==> config.mk <==
export PLATFORM = sky130hd
export DESIGN_NAME = dsd_status_display
export DESIGN_NICKNAME = d
export VERILOG_FILES = /design/src/core/dsd_status_display.v
export VERILOG_INCLUDE_DIRS = /design/src /design/src/core
export SDC_FILE = /design/constraint.sdc
export NUM_CORES = 1
export LEC_CHECK = 0
export BUFFER_PORTS_ARGS = -buffer_cell sky130_fd_sc_hd__buf_2
export CAP_MARGIN = 40
export CORE_MARGIN = 5
export CORE_UTILIZATION = 35
export CTS_CLUSTER_DIAMETER = 120
export DETAILED_ROUTE_END_ITERATION = 10
export PLACE_DENSITY = 0.49
export SLEW_MARGIN = 20
export SYNTH_ARGS = -nofsm -noshare
export SYNTH_HDL_FRONTEND = slang
export SYNTH_SLANG_ARGS = --single-unit
==> constraint.sdc <==
create_clock -name i_clk -period 8.9 [get_ports i_clk]
set_input_delay 1.335 -clock i_clk [delete_from_list [all_inputs] [get_ports i_clk]]
set_output_delay 1.335 -clock i_clk [all_outputs]
set_load 0.02 [all_outputs]
==> src/core/dsd_map.vh <==
// Constants for the drive status display and node identity block
`ifndef DSD_MAP_VH
`define DSD_MAP_VH
// APB register offsets
`define DSD_REG_STATUS 12'h000
`define DSD_REG_CTRL 12'h004
`define DSD_REG_NODE 12'h008
`define DSD_REG_SERIAL 12'h00C
// Control register fields
`define DSD_CTRL_TEST_BIT 0
`define DSD_CTRL_BLANK_BIT 1
`define DSD_CTRL_RESET 32'h0000_0000
// Serial frame format: baud, data bits, stop bits, parity none
`define DSD_BAUD 9600
`define DSD_DATA_BITS 8
`define DSD_STOP_BITS 1
// Character interval in ms and its cycle count at 100 MHz
`define DSD_CLK_HZ 100000000
`define DSD_CHAR_MS 500
`define DSD_CHAR_CYCLES ((`DSD_CLK_HZ / 1000) * `DSD_CHAR_MS)
// Character codes: 0-F are hex digits, then letters
`define DSD_CH_U 5'h10
`define DSD_CH_P 5'h11
`define DSD_CH_BLANK 5'h1F
`endif

==> src/core/dsd_status_display.v <==
// Drive status lamps, 7-segment sequencer and node address, APB slave
// Behaviour
// RQ1 - Node address is upper switch times sixteen plus lower switch.
// RQ2 - Address zero is broadcast; never flagged as a valid own address.
// RQ3 - Installer gives each drive a distinct address from one upward.
// RQ4 - Serial link is 9600 baud, 8 data, 1 stop, no parity, no flow.
// RQ5 - Host adaptor drives the line only while it sends.
// RQ6 - Code characters advance every half second.
// RQ7 - Faults beat warnings, warnings beat normal codes.
// RQ8 - Normal codes U1, P, 0 and E.
// RQ9 - Decimal point lit while current is thermally limited.
// RQ10 - Warning E2/U2 on motor over 130 C.
// RQ11 - Warning E3/U3 on bridge temperature warning.
// RQ12 - Warnings E4/U4 position and E5/U5 velocity following error.
// RQ13 - Warnings E6/U6 brake resistor, E7/U7 CAN, E8/U8 limits.
// RQ14 - Warnings U9 software, Ua quick-stop, Ub encoder lost.
// RQ15 - Faults F1 over-current and F2 bus over 400 V.
// RQ16 - Faults F3 brake fuse and F4 rectifier heat on supply variants.
// RQ17 - Faults F5 amplifier heat-sink and F6 motor over 155 C.
// RQ18 - Faults F7 fatal software, F8 resolver, F9 control supply loss.
// RQ19 - Green lamp lit while DC bus is high.
// RQ20 - Amber lamps for mains applied and braking energy active.
// RQ21 - Supply variants get three lamps, others only the bus lamp.
// RQ22 - Active codes of one class are cycled through in turn.
// RQ23 - Class is chosen afresh at each character boundary. Code takes a lower class only after the second character.
//
// Added by the designer: the address map and the APB slave port.
`timescale 1ns/1ps
`include "dsd_map.vh"
module dsd_status_display #(
	parameter HAS_SUPPLY = 1,
	parameter [31:0] CHAR_CYCLES = `DSD_CHAR_CYCLES
) (
	// Clock and reset
	input wire i_clk,
	input wire i_sys_rst,
	// APB slave
	input wire i_psel,
	input wire i_penable,
	input wire i_pwrite,
	input wire [11:0] i_paddr,
	input wire [31:0] i_pwdata,
	output reg [31:0] o_prdata,
	output reg o_pready,
	output reg o_pslverr,
	// Front panel switches
	input wire [3:0] i_node_sw_upper,
	input wire [3:0] i_node_sw_lower,
	// Power conditions
	input wire i_dc_bus_high,
	input wire i_mains_applied,
	input wire i_braking_active,
	input wire i_self_param,
	input wire i_power_enabled,
	input wire i_thermal_limit,
	// Warning conditions, bit n-2 is code n (2 to 11, a=10, b=11)
	input wire [9:0] i_warn,
	// Fault conditions, bit n-1 is fault n (1 to 9)
	input wire [8:0] i_fault,
	// Lamps
	output reg o_bus_lamp,
	output reg o_mains_lamp,
	output reg o_braking_energy_lamp,
	// Display: character code and decimal point
	output reg [4:0] o_disp_char,
	output reg o_disp_dp,
	// Node identity
	output reg [7:0] o_node_addr,
	output reg o_node_valid
);

	localparam ST_FIRST = 2'd0;
	localparam ST_SECOND = 2'd1;
	localparam CL_NORMAL = 2'd0;
	localparam CL_WARN = 2'd1;
	localparam CL_FAULT = 2'd2;

	// Three-stage sampling of pins; change accepted when stages 2 and 3 agree
	reg [32:0] s1, s2, s3, clean;
	wire [32:0] raw = {i_node_sw_upper, i_node_sw_lower, i_dc_bus_high,
		i_mains_applied, i_braking_active, i_self_param, i_power_enabled,
		i_thermal_limit, i_warn, i_fault};
	genvar g;
	generate
		for (g = 0; g < 33; g = g + 1) begin : gsync
			always @(posedge i_clk) begin
				if (i_sys_rst) begin
					s1[g] <= 1'b0;
					s2[g] <= 1'b0;
					s3[g] <= 1'b0;
					clean[g] <= 1'b0;
				end else begin
					s1[g] <= raw[g];
					s2[g] <= s1[g];
					s3[g] <= s2[g];
					if (s2[g] == s3[g])
						clean[g] <= s3[g];
				end
			end
		end
	endgenerate

	wire [3:0] sw_up = clean[32:29];
	wire [3:0] sw_lo = clean[28:25];
	wire bus_hi = clean[24];
	wire mains = clean[23];
	wire braking = clean[22];
	wire self_param = clean[21];
	wire pwr_en = clean[20];
	wire therm = clean[19];
	wire [9:0] warn = clean[18:9];
	// Fault vector rebuilt directly from sampled fault bits
	wire [8:0] fault_in = clean[8:0];
	// Supply-only faults masked on variants without a supply
	wire [8:0] fault = HAS_SUPPLY ? fault_in :
		(fault_in & 9'h1F3); // RQ16

	// Registers
	reg [31:0] ctrl;
	wire test_mode = ctrl[`DSD_CTRL_TEST_BIT];
	wire blank = ctrl[`DSD_CTRL_BLANK_BIT];

	// Warnings with both E and U forms: E shown while enabled
	function [4:0] warn_letter;
		input [3:0] code;
		input en;
		begin
			if (code >= 4'd9 || !en)
				warn_letter = `DSD_CH_U;
			else
				warn_letter = 5'h0E;
		end
	endfunction

	// Next active index at or after start, wraps; returns start if none
	function [3:0] next_active;
		input [9:0] vec;
		input [3:0] start;
		input [3:0] len;
		integer k;
		reg found;
		reg [3:0] idx;
		reg [4:0] sum;
		begin
			found = 1'b0;
			next_active = start;
			for (k = 0; k < 10; k = k + 1) begin
				// Five-bit sum so the wrap never overflows
				sum = {1'b0, start} + {1'b0, k[3:0]};
				if (sum >= {1'b0, len})
					sum = sum - {1'b0, len};
				idx = sum[3:0];
				if (!found && vec[idx]) begin
					found = 1'b1;
					next_active = idx;
				end
			end
		end
	endfunction

	// One character of a code: first letter or second digit
	function [4:0] code_char;
		input [1:0] c;
		input [3:0] i;
		input second;
		input mains_on;
		input param_on;
		input en;
		begin
			case (c)
			CL_FAULT: begin
				if (second)
					code_char = {1'b0, i + 4'd1}; // RQ15 RQ17 RQ18
				else
					code_char = 5'h0F;
			end
			CL_WARN: begin
				if (second)
					code_char = {1'b0, i + 4'd2}; // RQ11 RQ12 RQ13
				else
					code_char = warn_letter(i + 4'd2, en); // RQ10 RQ14
			end
			default: begin
				// Normal codes: single characters except U1
				if (!mains_on)
					code_char = second ? 5'h01 : `DSD_CH_U; // RQ8
				else if (param_on)
					code_char = `DSD_CH_P;
				else if (en)
					code_char = 5'h0E;
				else
					code_char = 5'h00;
			end
			endcase
		end
	endfunction

	// Character timer
	reg [31:0] tmr;
	wire tick = (tmr == CHAR_CYCLES - 32'd1);
	always @(posedge i_clk) begin
		if (i_sys_rst)
			tmr <= 32'h0000_0000;
		else if (tick)
			tmr <= 32'h0000_0000;
		else
			tmr <= tmr + 32'd1;
	end

	// Sequencer
	reg [1:0] st;
	reg [1:0] cls;
	reg [3:0] idx;
	reg [4:0] next_char;
	reg [1:0] next_st;
	reg [1:0] next_cls;
	reg [3:0] next_idx;
	reg [3:0] cand;
	reg [1:0] pick_cls;
	reg [3:0] pick_idx;
	reg [1:0] show_cls;
	reg [3:0] show_idx;
	reg show_second;

	// Highest active class and the next code to show in it
	always @* begin
		pick_cls = CL_NORMAL;
		pick_idx = 4'd0;
		cand = 4'd0;
		if (|fault) begin // RQ7
			cand = (cls == CL_FAULT) ? idx + 4'd1 : 4'd0;
			pick_cls = CL_FAULT;
			pick_idx = next_active({1'b0, fault}, cand % 4'd9,
				4'd9); // RQ22
		end else if (|warn) begin // RQ7
			cand = (cls == CL_WARN) ? idx + 4'd1 : 4'd0;
			pick_cls = CL_WARN;
			pick_idx = next_active(warn, cand % 4'd10, 4'd10); // RQ22
		end
	end

	// A higher class cuts in at any character boundary
	always @* begin
		next_st = st;
		next_cls = cls;
		next_idx = idx;
		show_cls = cls;
		show_idx = idx;
		show_second = 1'b0;
		if (pick_cls > cls) begin // RQ23
			next_st = ST_SECOND;
			next_cls = pick_cls;
			next_idx = pick_idx;
			show_cls = pick_cls;
			show_idx = pick_idx;
		end else begin
			case (st)
			ST_FIRST: begin
				next_st = ST_SECOND;
			end
			ST_SECOND: begin
				// Same or lower class picked after the second character
				next_st = ST_FIRST;
				show_second = 1'b1;
				next_cls = pick_cls; // RQ23
				next_idx = pick_idx;
			end
			default: next_st = ST_FIRST;
			endcase
		end
		next_char = code_char(show_cls, show_idx, show_second, mains,
			self_param, pwr_en);
		if (blank)
			next_char = `DSD_CH_BLANK;
		else if (test_mode)
			next_char = 5'h08;
	end

	always @(posedge i_clk) begin
		if (i_sys_rst) begin
			st <= ST_FIRST;
			cls <= CL_NORMAL;
			idx <= 4'd0;
			o_disp_char <= `DSD_CH_BLANK;
			o_disp_dp <= 1'b0;
		end else begin
			if (tick) begin // RQ6
				st <= next_st;
				cls <= next_cls;
				idx <= next_idx;
				o_disp_char <= next_char;
			end
			o_disp_dp <= (therm & ~blank) | test_mode; // RQ9
		end
	end

	// Lamps and node address
	always @(posedge i_clk) begin
		if (i_sys_rst) begin
			o_bus_lamp <= 1'b0;
			o_mains_lamp <= 1'b0;
			o_braking_energy_lamp <= 1'b0;
			o_node_addr <= 8'h00;
			o_node_valid <= 1'b0;
		end else begin
			o_bus_lamp <= bus_hi; // RQ19
			o_mains_lamp <= (HAS_SUPPLY != 0) & mains; // RQ20 RQ21
			o_braking_energy_lamp <= (HAS_SUPPLY != 0) & braking; // RQ20
			o_node_addr <= {sw_up, sw_lo}; // RQ1
			o_node_valid <= |{sw_up, sw_lo}; // RQ2
		end
	end

	// APB slave, one wait state
	wire acc = i_psel & i_penable & ~o_pready;
	wire hit = (i_paddr == `DSD_REG_STATUS) || (i_paddr == `DSD_REG_CTRL) ||
		(i_paddr == `DSD_REG_NODE) || (i_paddr == `DSD_REG_SERIAL);
	always @(posedge i_clk) begin
		if (i_sys_rst) begin
			ctrl <= `DSD_CTRL_RESET;
			o_prdata <= 32'h0000_0000;
			o_pready <= 1'b0;
			o_pslverr <= 1'b0;
		end else begin
			o_pready <= acc;
			o_pslverr <= acc & ~hit;
			o_prdata <= 32'h0000_0000;
			// Write lands at the edge that completes the access
			if (i_psel && i_penable && o_pready && i_pwrite &&
				i_paddr == `DSD_REG_CTRL)
				ctrl <= {30'd0, i_pwdata[1:0]};
			if (acc && !i_pwrite) begin
				case (i_paddr)
				`DSD_REG_STATUS:
					o_prdata <= {2'd0, cls, o_disp_dp, o_disp_char,
						warn, fault, bus_hi, mains, braking};
				`DSD_REG_CTRL: o_prdata <= ctrl;
				`DSD_REG_NODE:
					o_prdata <= {23'd0, o_node_valid, o_node_addr};
				`DSD_REG_SERIAL: // RQ4
					o_prdata <= {16'd`DSD_BAUD, 4'd0, 4'd`DSD_STOP_BITS,
						4'd0, 4'd`DSD_DATA_BITS};
				default: o_prdata <= 32'h0000_0000;
				endcase
			end
		end
	end

endmodule

## Word-level counts from Yosys, hierarchy flattened

Cells that the tools add are included.

| cells by class | value |
|---|---|
| muxes and demuxes | 182 |
| $add $sub $neg | 42 |
| reduce and logical (&&, ||, !) cells | 56 |
| equality and inequality tests | 42 |
| bitwise logic cells | 9 |
| $lt $le $gt $ge | 42 |
| divide/modulo/power cells | 2 |

Operators by type and width:

| operator | number |
|---|---|
| $mux 4 | 79 |
| $pmux 30 s4 | 1 |
| $lt 4x5->1 const B | 20 |
| $ge 5x4->1 const B | 18 |
| $bmux 1 s4 | 20 |
| $sub 4x4->4 const B | 20 |
| $mux 1 | 70 |
| $add 4x3->5 const B | 8 |
| $mux 5 | 7 |
| $eq 1x1->1 | 33 |
| $add 32x1->32 const B | 1 |
| $eq 32x26->1 const B | 1 |
| $eq 12x4->1 const B | 2 |
| $logic_and 1x1->1 | 23 |
| $add 4x2->5 const B | 4 |
| $add 4x4->5 const B | 4 |
| $logic_not 1->1 | 20 |
| $eq 12x3->1 const B | 1 |
| $ge 4x4->1 const B | 3 |
| $logic_not 12->1 | 1 |
| $add 4x1->5 const B | 2 |
| $pmux 5 s2 | 1 |
| $reduce_or 10->1 | 1 |
| $reduce_or 9->1 | 1 |
| other kinds (16) | 34 |

| word-level totals | value |
|---|---|
| bits in registers | 226 |
| bits of input ports | 82 |
| output and inout port bits | 52 |
| word-level logic and storage cells | 522 |

## Logic depth before layout (Yosys ltp)

Gate-level depths: netlist (run 1).

| logic depth | value |
|---|---|
| word-level depth | 66 |
| mapped depth | 38 |
| mapped depth without buffers | 36 |

## Worst setup path before layout (run 1)

Ideal clock, no wire load.

| timing path | value |
|---|---|
| path kind | register to register |
| from | register cls[0] |
| to | register o_disp_char[1] |
| buffers on the path | 7 |
| required time | 8.773 ns |
| setup time | 0.127 ns |
| data arrival time | 7.574 ns |
| path slack | 1.198 ns |
| period minus slack after synthesis | 7.702 ns |
| stages on the path, launching flop included | 36 |
| cells stage by stage | dfxtp_1 buf_2 and2b_1 clkbuf_1 nand2_1 ha_1 nor2b_1 buf_2 a21boi_4 o22ai_4 inv_2 buf_2 buf_2 buf_1 ha_1 clkbuf_1 inv_1 a21oi_1 o21ai_0 or2_1 o311a_1 o31ai_2 o21ai_1 or4_4 or2_1 o22a_1 o21a_1 a31oi_1 ha_1 nor2_1 nand2_1 nand2_1 nor4b_1 a21oi_2 o211ai_1 a31oi_1 |

| on the way | value |
|---|---|
| longest elaborated chain between the ends | 66 |
| elaborated cells on any way between the ends | 273 |
| those cells by class | 40 x add/sub; 2 x div; 22 x order compare; 4 x eq/ne; 168 x mux; 37 x reduce/logical |

Ends and longest elaborated chain:

| what | line | source |
|---|---|---|
| from (decl) | dsd_status_display.v:212 | `reg [1:0] cls;` |
| from (signal assigned) | dsd_status_display.v:289 | `cls <= next_cls;` |
| parallel branches: the longest is 63 deep, another holds $add 4x1->5 | n/a |  |
| $pmux 5 s2 * | dsd_status_display.v:170 | `case (c)` |
| $mux 5 * | dsd_status_display.v:275 | `else if (test_mode)` |
| $mux 5 * | dsd_status_display.v:273 | `if (blank)` |
| to (signal assigned) | dsd_status_display.v:284 | `` o_disp_char <= `DSD_CH_BLANK; `` |
| to (signal assigned) | dsd_status_display.v:291 | `o_disp_char <= next_char;` |
| to (decl) | dsd_status_display.v:65 | `output reg [4:0] o_disp_char,` |

Mark *: on every way between the ends. The select of a mux whose other input is x is not followed.
A chain may end at the register's enable or synchronous reset.

## Worst setup path after layout (run 1)

Ends and elaborated chain as after synthesis.

==> results.json, run 1 <==
{
  "status": "completed",
  "max-cap-violations": 0,
  "cp-end-kind": "register",
  "finalHoldViolations": 0,
  "antenna_found_initial": 0,
  "tns_ns": 0,
  "tightest_slew_ns": 0.977,
  "cts_made_buffers": 22,
  "crit_top_cell": "ha_1",
  "dp_slack_ns": 0.714,
  "powerDensity_mw_per_mm2": 116,
  "grt-ovfl-total": 0,
  "drt_iter0_drc": 1346,
  "die_w_microns": 223,
  "routed-via-count": 15800,
  "slew_headroom": 0.349,
  "clockRootBuffer": "clkbuf_16",
  "critPathRequiredTime_ns": 9.28,
  "cp_slowest_cell": "a22oi_1",
  "criticalPathCategory": "register to register",
  "die-area_sq_mm": 0.0496,
  "drive_above_1_share": 0.138,
  "setup_viol": 0,
  "drt-pass1-iter-count": 6,
  "dp_hpwl_mm": 40.6,
  "slew_violations": 0,
  "ys_seq_elements": 223,
  "synth_top_area_frac": 0.282,
  "syn_inst": 2013,
  "yosysWarnings": 0,
  "hold_path_class": "register to register",
  "fin_skew_ns": 0.0326,
  "grt_pass1_vias": 14800,
  "htreeDepth": 1,
  "drt_wl_total_mm": 54.2,
  "synth_cell_types": 119,
  "core_area_sq_mm": 0.0451,
  "clock_latency_ns": 0.54,
  "start_util": 0.351,
  "async_flop_share": 0,
  "peakVddDrop_mv": 0.184,
  "p_leak_nw": 6.92,
  "hold_buffers": 0,
  "rsz0062_at_grt": "no",
  "postRouteAntennaNets": 0,
  "synth_area_sq_mm": 0.0158,
  "wl_per_cell_microns": 20.1,
  "synth_edf_count": 0,
  "post-route-period-util": 0.931,
  "synth_top_area_cell": "dfxtp_1",
  "cp_data_arrival_time_ns": 8.66,
  "grt_max_degree": 64,
  "die-height_microns": 223,
  "fmax_mhz": 121,
  "yosysSeqAreaShare": 0.282,
  "min_period_ns": 8.29,
  "viasPerCell": 5.86,
  "synth.avg_cell_area_sq_um": 7.87,
  "port_buffers": 101,
  "worst_slack_ns": 0.615,
  "clkTransAtPathRegs_ns": 0.07,
  "clock-sinks": 223,
  "diodes": 0,
  "grt_pass1_wl_mm": 84.4,
  "fillerInstances": 4670,
  "max_stage_delay_ns": 0.77,
  "io_pins": 134,
  "p_total_mw": 2.08,
  "core.rowCount": 78,
  "cts-resized-gates": 0,
  "ctsLongestPathBuffers": 3,
  "post_cts_buffers": 0,
  "syn_to_final_growth_pct": 12.9,
  "crit_fanout": 12,
  "drc": 0,
  "grt_usage": 0.206,
  "start_kind": "register",
  "place.gp.congestion": 0.989,
  "synthFlopType": "dfxtp_1",
  "postLayoutCellArea_sq_mm": 0.0179,
  "netlist_top_cells_area": "dfxtp_1 (28%), nor2b_1 (5.0%), nand2_1 (4.6%)",
  "postPlaceCellArea_sq_mm": 0.0170,
  "final_net_count": 2221,
  "cts_tree": "yes"
}
final timing paths:
| check | startpoint | slack (ns) | depth (start not counted) | end |
|---|---|---|---|---|
| min | s1[22] | 0.43 | 1 | s2[22] |
| max | cls[0] | 0.61 | 29 | o_disp_char[1] |
| max reg2reg | cls[0] | 0.61 | 29 | o_disp_char[1] |
| min reg2reg | s1[22] | 0.43 | 1 | s2[22] |
cells in the final DEF, fill, tap and decap left out, types with 15 or more instances in the layout:
| cell type | Yosys | routed |
|---|---|---|
| or3_1 | 20 | 20 |
| a31oi_1 | 30 | 30 |
| nand3_1 | 68 | 68 |
| xor2_1 | 26 | 26 |
| dfxtp_1 | 223 | 223 |
| nor4_1 | 21 | 20 |
| nor2_1 | 150 | 150 |
| o21ai_0 | 103 | 103 |
| o22ai_1 | 17 | 17 |
| a21o_1 | 15 | 15 |
| nand2_1 | 195 | 195 |
| nor2b_1 | 126 | 126 |
| mux2i_1 | 47 | 47 |
| buf_2 | 26 | 102 |
| nand2b_1 | 20 | 20 |
| xnor2_1 | 28 | 28 |
| o211ai_1 | 37 | 37 |
| inv_1 | 53 | 53 |
| and3_1 | 26 | 26 |
| a21oi_1 | 134 | 134 |
| nand4_1 | 28 | 28 |
| clkbuf_16 | 0 | 22 |
| and2_1 | 41 | 41 |
| ha_1 | 55 | 54 |
| buf_4 | 6 | 52 |
| a211oi_1 | 23 | 23 |
| nor3_1 | 62 | 61 |
| o31ai_1 | 18 | 18 |
sequential cells by signal (all words and copies together), names as in the netlist, 5 cells and up:
signal and flops:
s1 33, o_prdata 30, clean 27, s2 33, o_disp_char 5, s3 33
o_node_addr 8, tmr 32
layout make-up:
class | instances | area [sq um] | area share
Multi-Input combinational cell | 1615 | 10700 | 0.596
Inverter | 61 | 229 | 0.0128
Clock buffer | 30 | 631 | 0.0352
Sequential cell | 223 | 4460 | 0.249
Tap cell | 600 | 751 | 0.0419
Timing Repair Buffer | 160 | 1000 | 0.0559
Clock inverter | 9 | 154 | 0.00860
layer usage:
layer	share of wire	GRT usage
met5	0	0
met3	0.079	0.0377
met2	0.44	0.326
met1	0.46	0.291
met4	0.024	0.0522
report_power, final:
part           total, mW  leakage, nW  switching (mW)  internal [mW]
Clock              0.984        0.377           0.394          0.589
Sequential          1.03         1.81         0.00843           1.02
Combinational     0.0717         4.72          0.0413         0.0304
Total               2.08         6.92           0.444           1.64
worst max-delay path: cells and delay by family (launching register included):
kind	cells	cell delay, ns
simple gates	9	2.38
fa+ha+maj	3	0.88
xor+xnor	1	0.20
buf+inv	2	0.39
flops	1	0.48
compound gates	13	3.40
mux	1	0.38
stage by stage:
| step | std cells | hold slack [ns] | util |
|---|---|---|---|
| global placement | 2651 | 0.417 | 0.377 |
| CTS | 2694 | 0.438 | 0.395 |
| global route | 2698 | 0.452 | 0.397 |
| floorplan | 2014 | 0.414 | - |
| detailed placement | 2655 | 0.423 | 0.378 |
| finish | 2698 | 0.433 | 0.397 |
cell families (layout without fill, tap and decap cells):
logic type | after synthesis | after routing | share of synthesized area
simple gates | 815 | 815 | 0.265
compound gates | 620 | 620 | 0.281
flops | 223 | 223 | 0.282
buf+inv | 176 | 260 | 0.0471
mux | 63 | 63 | 0.0439
xor+xnor | 59 | 59 | 0.0364
fa+ha+maj | 56 | 56 | 0.0447
other cells | 1 | 2 | 0.000237
Yosys cell counts, types with 8 or more instances:
master,instances
xnor2_1,28
o211a_1,8
o2111ai_1,13
xor2_1,26
o221ai_1,8
mux2_2,12
o21a_1,11
nand2b_1,20
o21ai_1,11
a32oi_1,8
a31oi_1,30
nor3_1,62
a221oi_1,8
buf_2,26
clkbuf_1,70
a22oi_1,9
a211oi_1,23
or3_1,20
a2111oi_0,8
o211ai_1,37
o22ai_1,17
nand2_1,195
ha_1,55
o32ai_1,8
nand4_1,28
nor2_1,150
nor4_1,21
nand3_1,68
and2_1,41
mux2i_1,47
nor2b_1,126
buf_1,9
a21oi_1,134
a211o_1,8
a21o_1,15
and3_1,26
a21boi_0,11
o21ai_0,103
inv_1,53
dfxtp_1,223
o31ai_1,18
o31a_1,10
(Power assumes the default switching activity.)
==> inputs of run 2 (changes only) <==
CTS_BUF_LIST = sky130_fd_sc_hd__clkbuf_8   (was default)
REMOVE_ABC_BUFFERS = 1   (was default)
==> results.json, run 2 (synthesis gave the netlist of run 1 again) <==
{
  "drt-pass1-iter-count": 6,
  "die_w_microns": 223,
  "fmax_mhz": 121,
  "final_cell_mix": "dfxtp_1 (223), nand2_1 (195), nor2_1 (150), a21oi_1 (134), nor2b_1 (126)",
  "clockRootBuffer": "clkbuf_8",
  "final_common_cell": "dfxtp_1",
  "crit_top_cell": "ha_1",
  "critPathRequiredTime_ns": 9.36,
  "p_leak_nw": 7.01,
  "io_pins": 134,
  "crit_fanout": 11,
  "peakVddDrop_mv": 0.122,
  "drc": 0,
  "cts-resized-gates": 0,
  "place.gp.congestion": 0.928,
  "slew_headroom": 0.280,
  "tns_ns": 0,
  "seqPwrFrac": 0.495,
  "final_net_count": 2238,
  "port_buffers": 101,
  "cp_slowest_cell": "a22oi_1",
  "diodes": 0,
  "grt_usage": 0.206,
  "clkTransAtPathRegs_ns": 0.08,
  "tightest_slew_ns": 1.08,
  "start_kind": "register",
  "grt-ovfl-total": 0,
  "grt_pass1_vias": 15000,
  "core.rowCount": 78,
  "comb_power_share": 0.034,
  "max-cap-violations": 0,
  "ctsLongestPathBuffers": 3,
  "status": "completed",
  "hold_path_class": "register to register",
  "swShare": 0.227,
  "fin_skew_ns": 0.0276,
  "wl_per_cell_microns": 19.7,
  "hold_buffers": 0,
  "grt_pass1_wl_mm": 84.5,
  "cp_data_arrival_time_ns": 8.75,
  "worst_slack_ns": 0.611,
  "core_area_sq_mm": 0.0451,
  "drt_wl_total_mm": 53.9,
  "cts_made_buffers": 36,
  "post_cts_buffers": 0,
  "cts_tree": "yes",
  "clock-sinks": 223,
  "max_stage_delay_ns": 0.86,
  "rsz0062_at_grt": "no",
  "p_total_mw": 2.07,
  "timing.critical_path.buf_inv": 2,
  "fillerInstances": 4674,
  "min_period_ns": 8.29,
  "die-height_microns": 223,
  "largest_registers": "s1: 33 flops, s2: 33 flops, s3: 33 flops",
  "postRouteAntennaNets": 0,
  "drive_above_1_share": 0.146,
  "cp-end-kind": "register",
  "syn_to_final_growth_pct": 13.0,
  "clock_latency_ns": 0.54,
  "crit_family": "compound AO/OA/AOI/OAI gates",
  "die-area_sq_mm": 0.0496,
  "internal-power_mw": 1.60,
  "criticalPathCategory": "register to register",
  "p_clk_frac": 0.470,
  "powerDensity_mw_per_mm2": 116,
  "routed-via-count": 15800,
  "post-route-period-util": 0.931,
  "grt_max_degree": 81,
  "switchingPower_mw": 0.470,
  "drt_iter0_drc": 1164,
  "viasPerCell": 5.81,
  "slew_violations": 0,
  "finalHoldViolations": 0,
  "start_util": 0.351,
  "htreeDepth": 2,
  "dp_hpwl_mm": 39.7,
  "setup_viol": 0,
  "dp_slack_ns": 0.817,
  "antenna_found_initial": 0
}
run 2: cell count changes in the layout (fill, tap and decap cells not counted), moves of 2 or more:
| cell | before | now |
|---|---|---|
| clkbuf_8 | 5 | 49 |
| clkbuf_16 | 22 | 0 |
| inv_1 | 53 | 63 |
| buf_4 | 52 | 60 |
| buf_8 | 4 | 0 |
| clkinv_4 | 0 | 2 |
| clkinvlp_4 | 2 | 0 |
| clkbuf_1 | 3 | 0 |
run 2: layout make-up:
type                            instances  area (sq um)  share of cell area
Timing Repair Buffer                  163           995              0.0556
Tap cell                              600           751              0.0419
Multi-Input combinational cell       1615         10700               0.595
Sequential cell                       223          4460               0.249
Inverter                               61           229              0.0128
Clock buffer                           49           674              0.0377
Clock inverter                         17           138             0.00769
run 2: worst paths after layout:
| kind | depth (start not counted) | endpoint | from | slack (ns) |
|---|---|---|---|---|
| worst min-delay path | 1 | s2[28] | s1[28] | 0.43 |
| worst min register to register | 1 | s2[28] | s1[28] | 0.43 |
| worst max-delay path | 31 | o_disp_char[2] | idx[0] | 0.61 |
| worst max register to register | 31 | o_disp_char[2] | idx[0] | 0.61 |
run 2: per-stage QoR:
| stage | hold slack [ns] | area (sq um) | instances | utilization |
|---|---|---|---|---|
| finish | 0.433 | 17900 | 2728 | 0.397 |
| global route | 0.453 | 17900 | 2728 | 0.397 |
| CTS | 0.436 | 17900 | 2726 | 0.396 |
| detailed placement | 0.423 | 17100 | 2660 | 0.378 |
| global placement | 0.416 | 17000 | 2659 | 0.378 |
| floorplan | 0.414 | 15300 | 1899 | - |
run 2: power groups by stage:
stage | clock network (mW) | registers, mW | logic, mW
6_report | 0.975 | 1.03 | 0.0709
3_3_place_gp | 0 | 1.05 | 0.0693
2_1_floorplan | 0 | 1.05 | 0.0354
5_1_grt | 1.05 | 1.03 | 0.0796
4_1_cts | 1.01 | 1.03 | 0.0705
3_5_place_dp | 0 | 1.05 | 0.0702
run 2: routing by layer:
layer	track usage	vias up	part of all wire
met2	0.318	592	0.43
met3	0.0365	74	0.078
met5	0	-	0
met1	0.298	7547	0.47
li1	-	7636	-
met4	0.0502	0	0.020
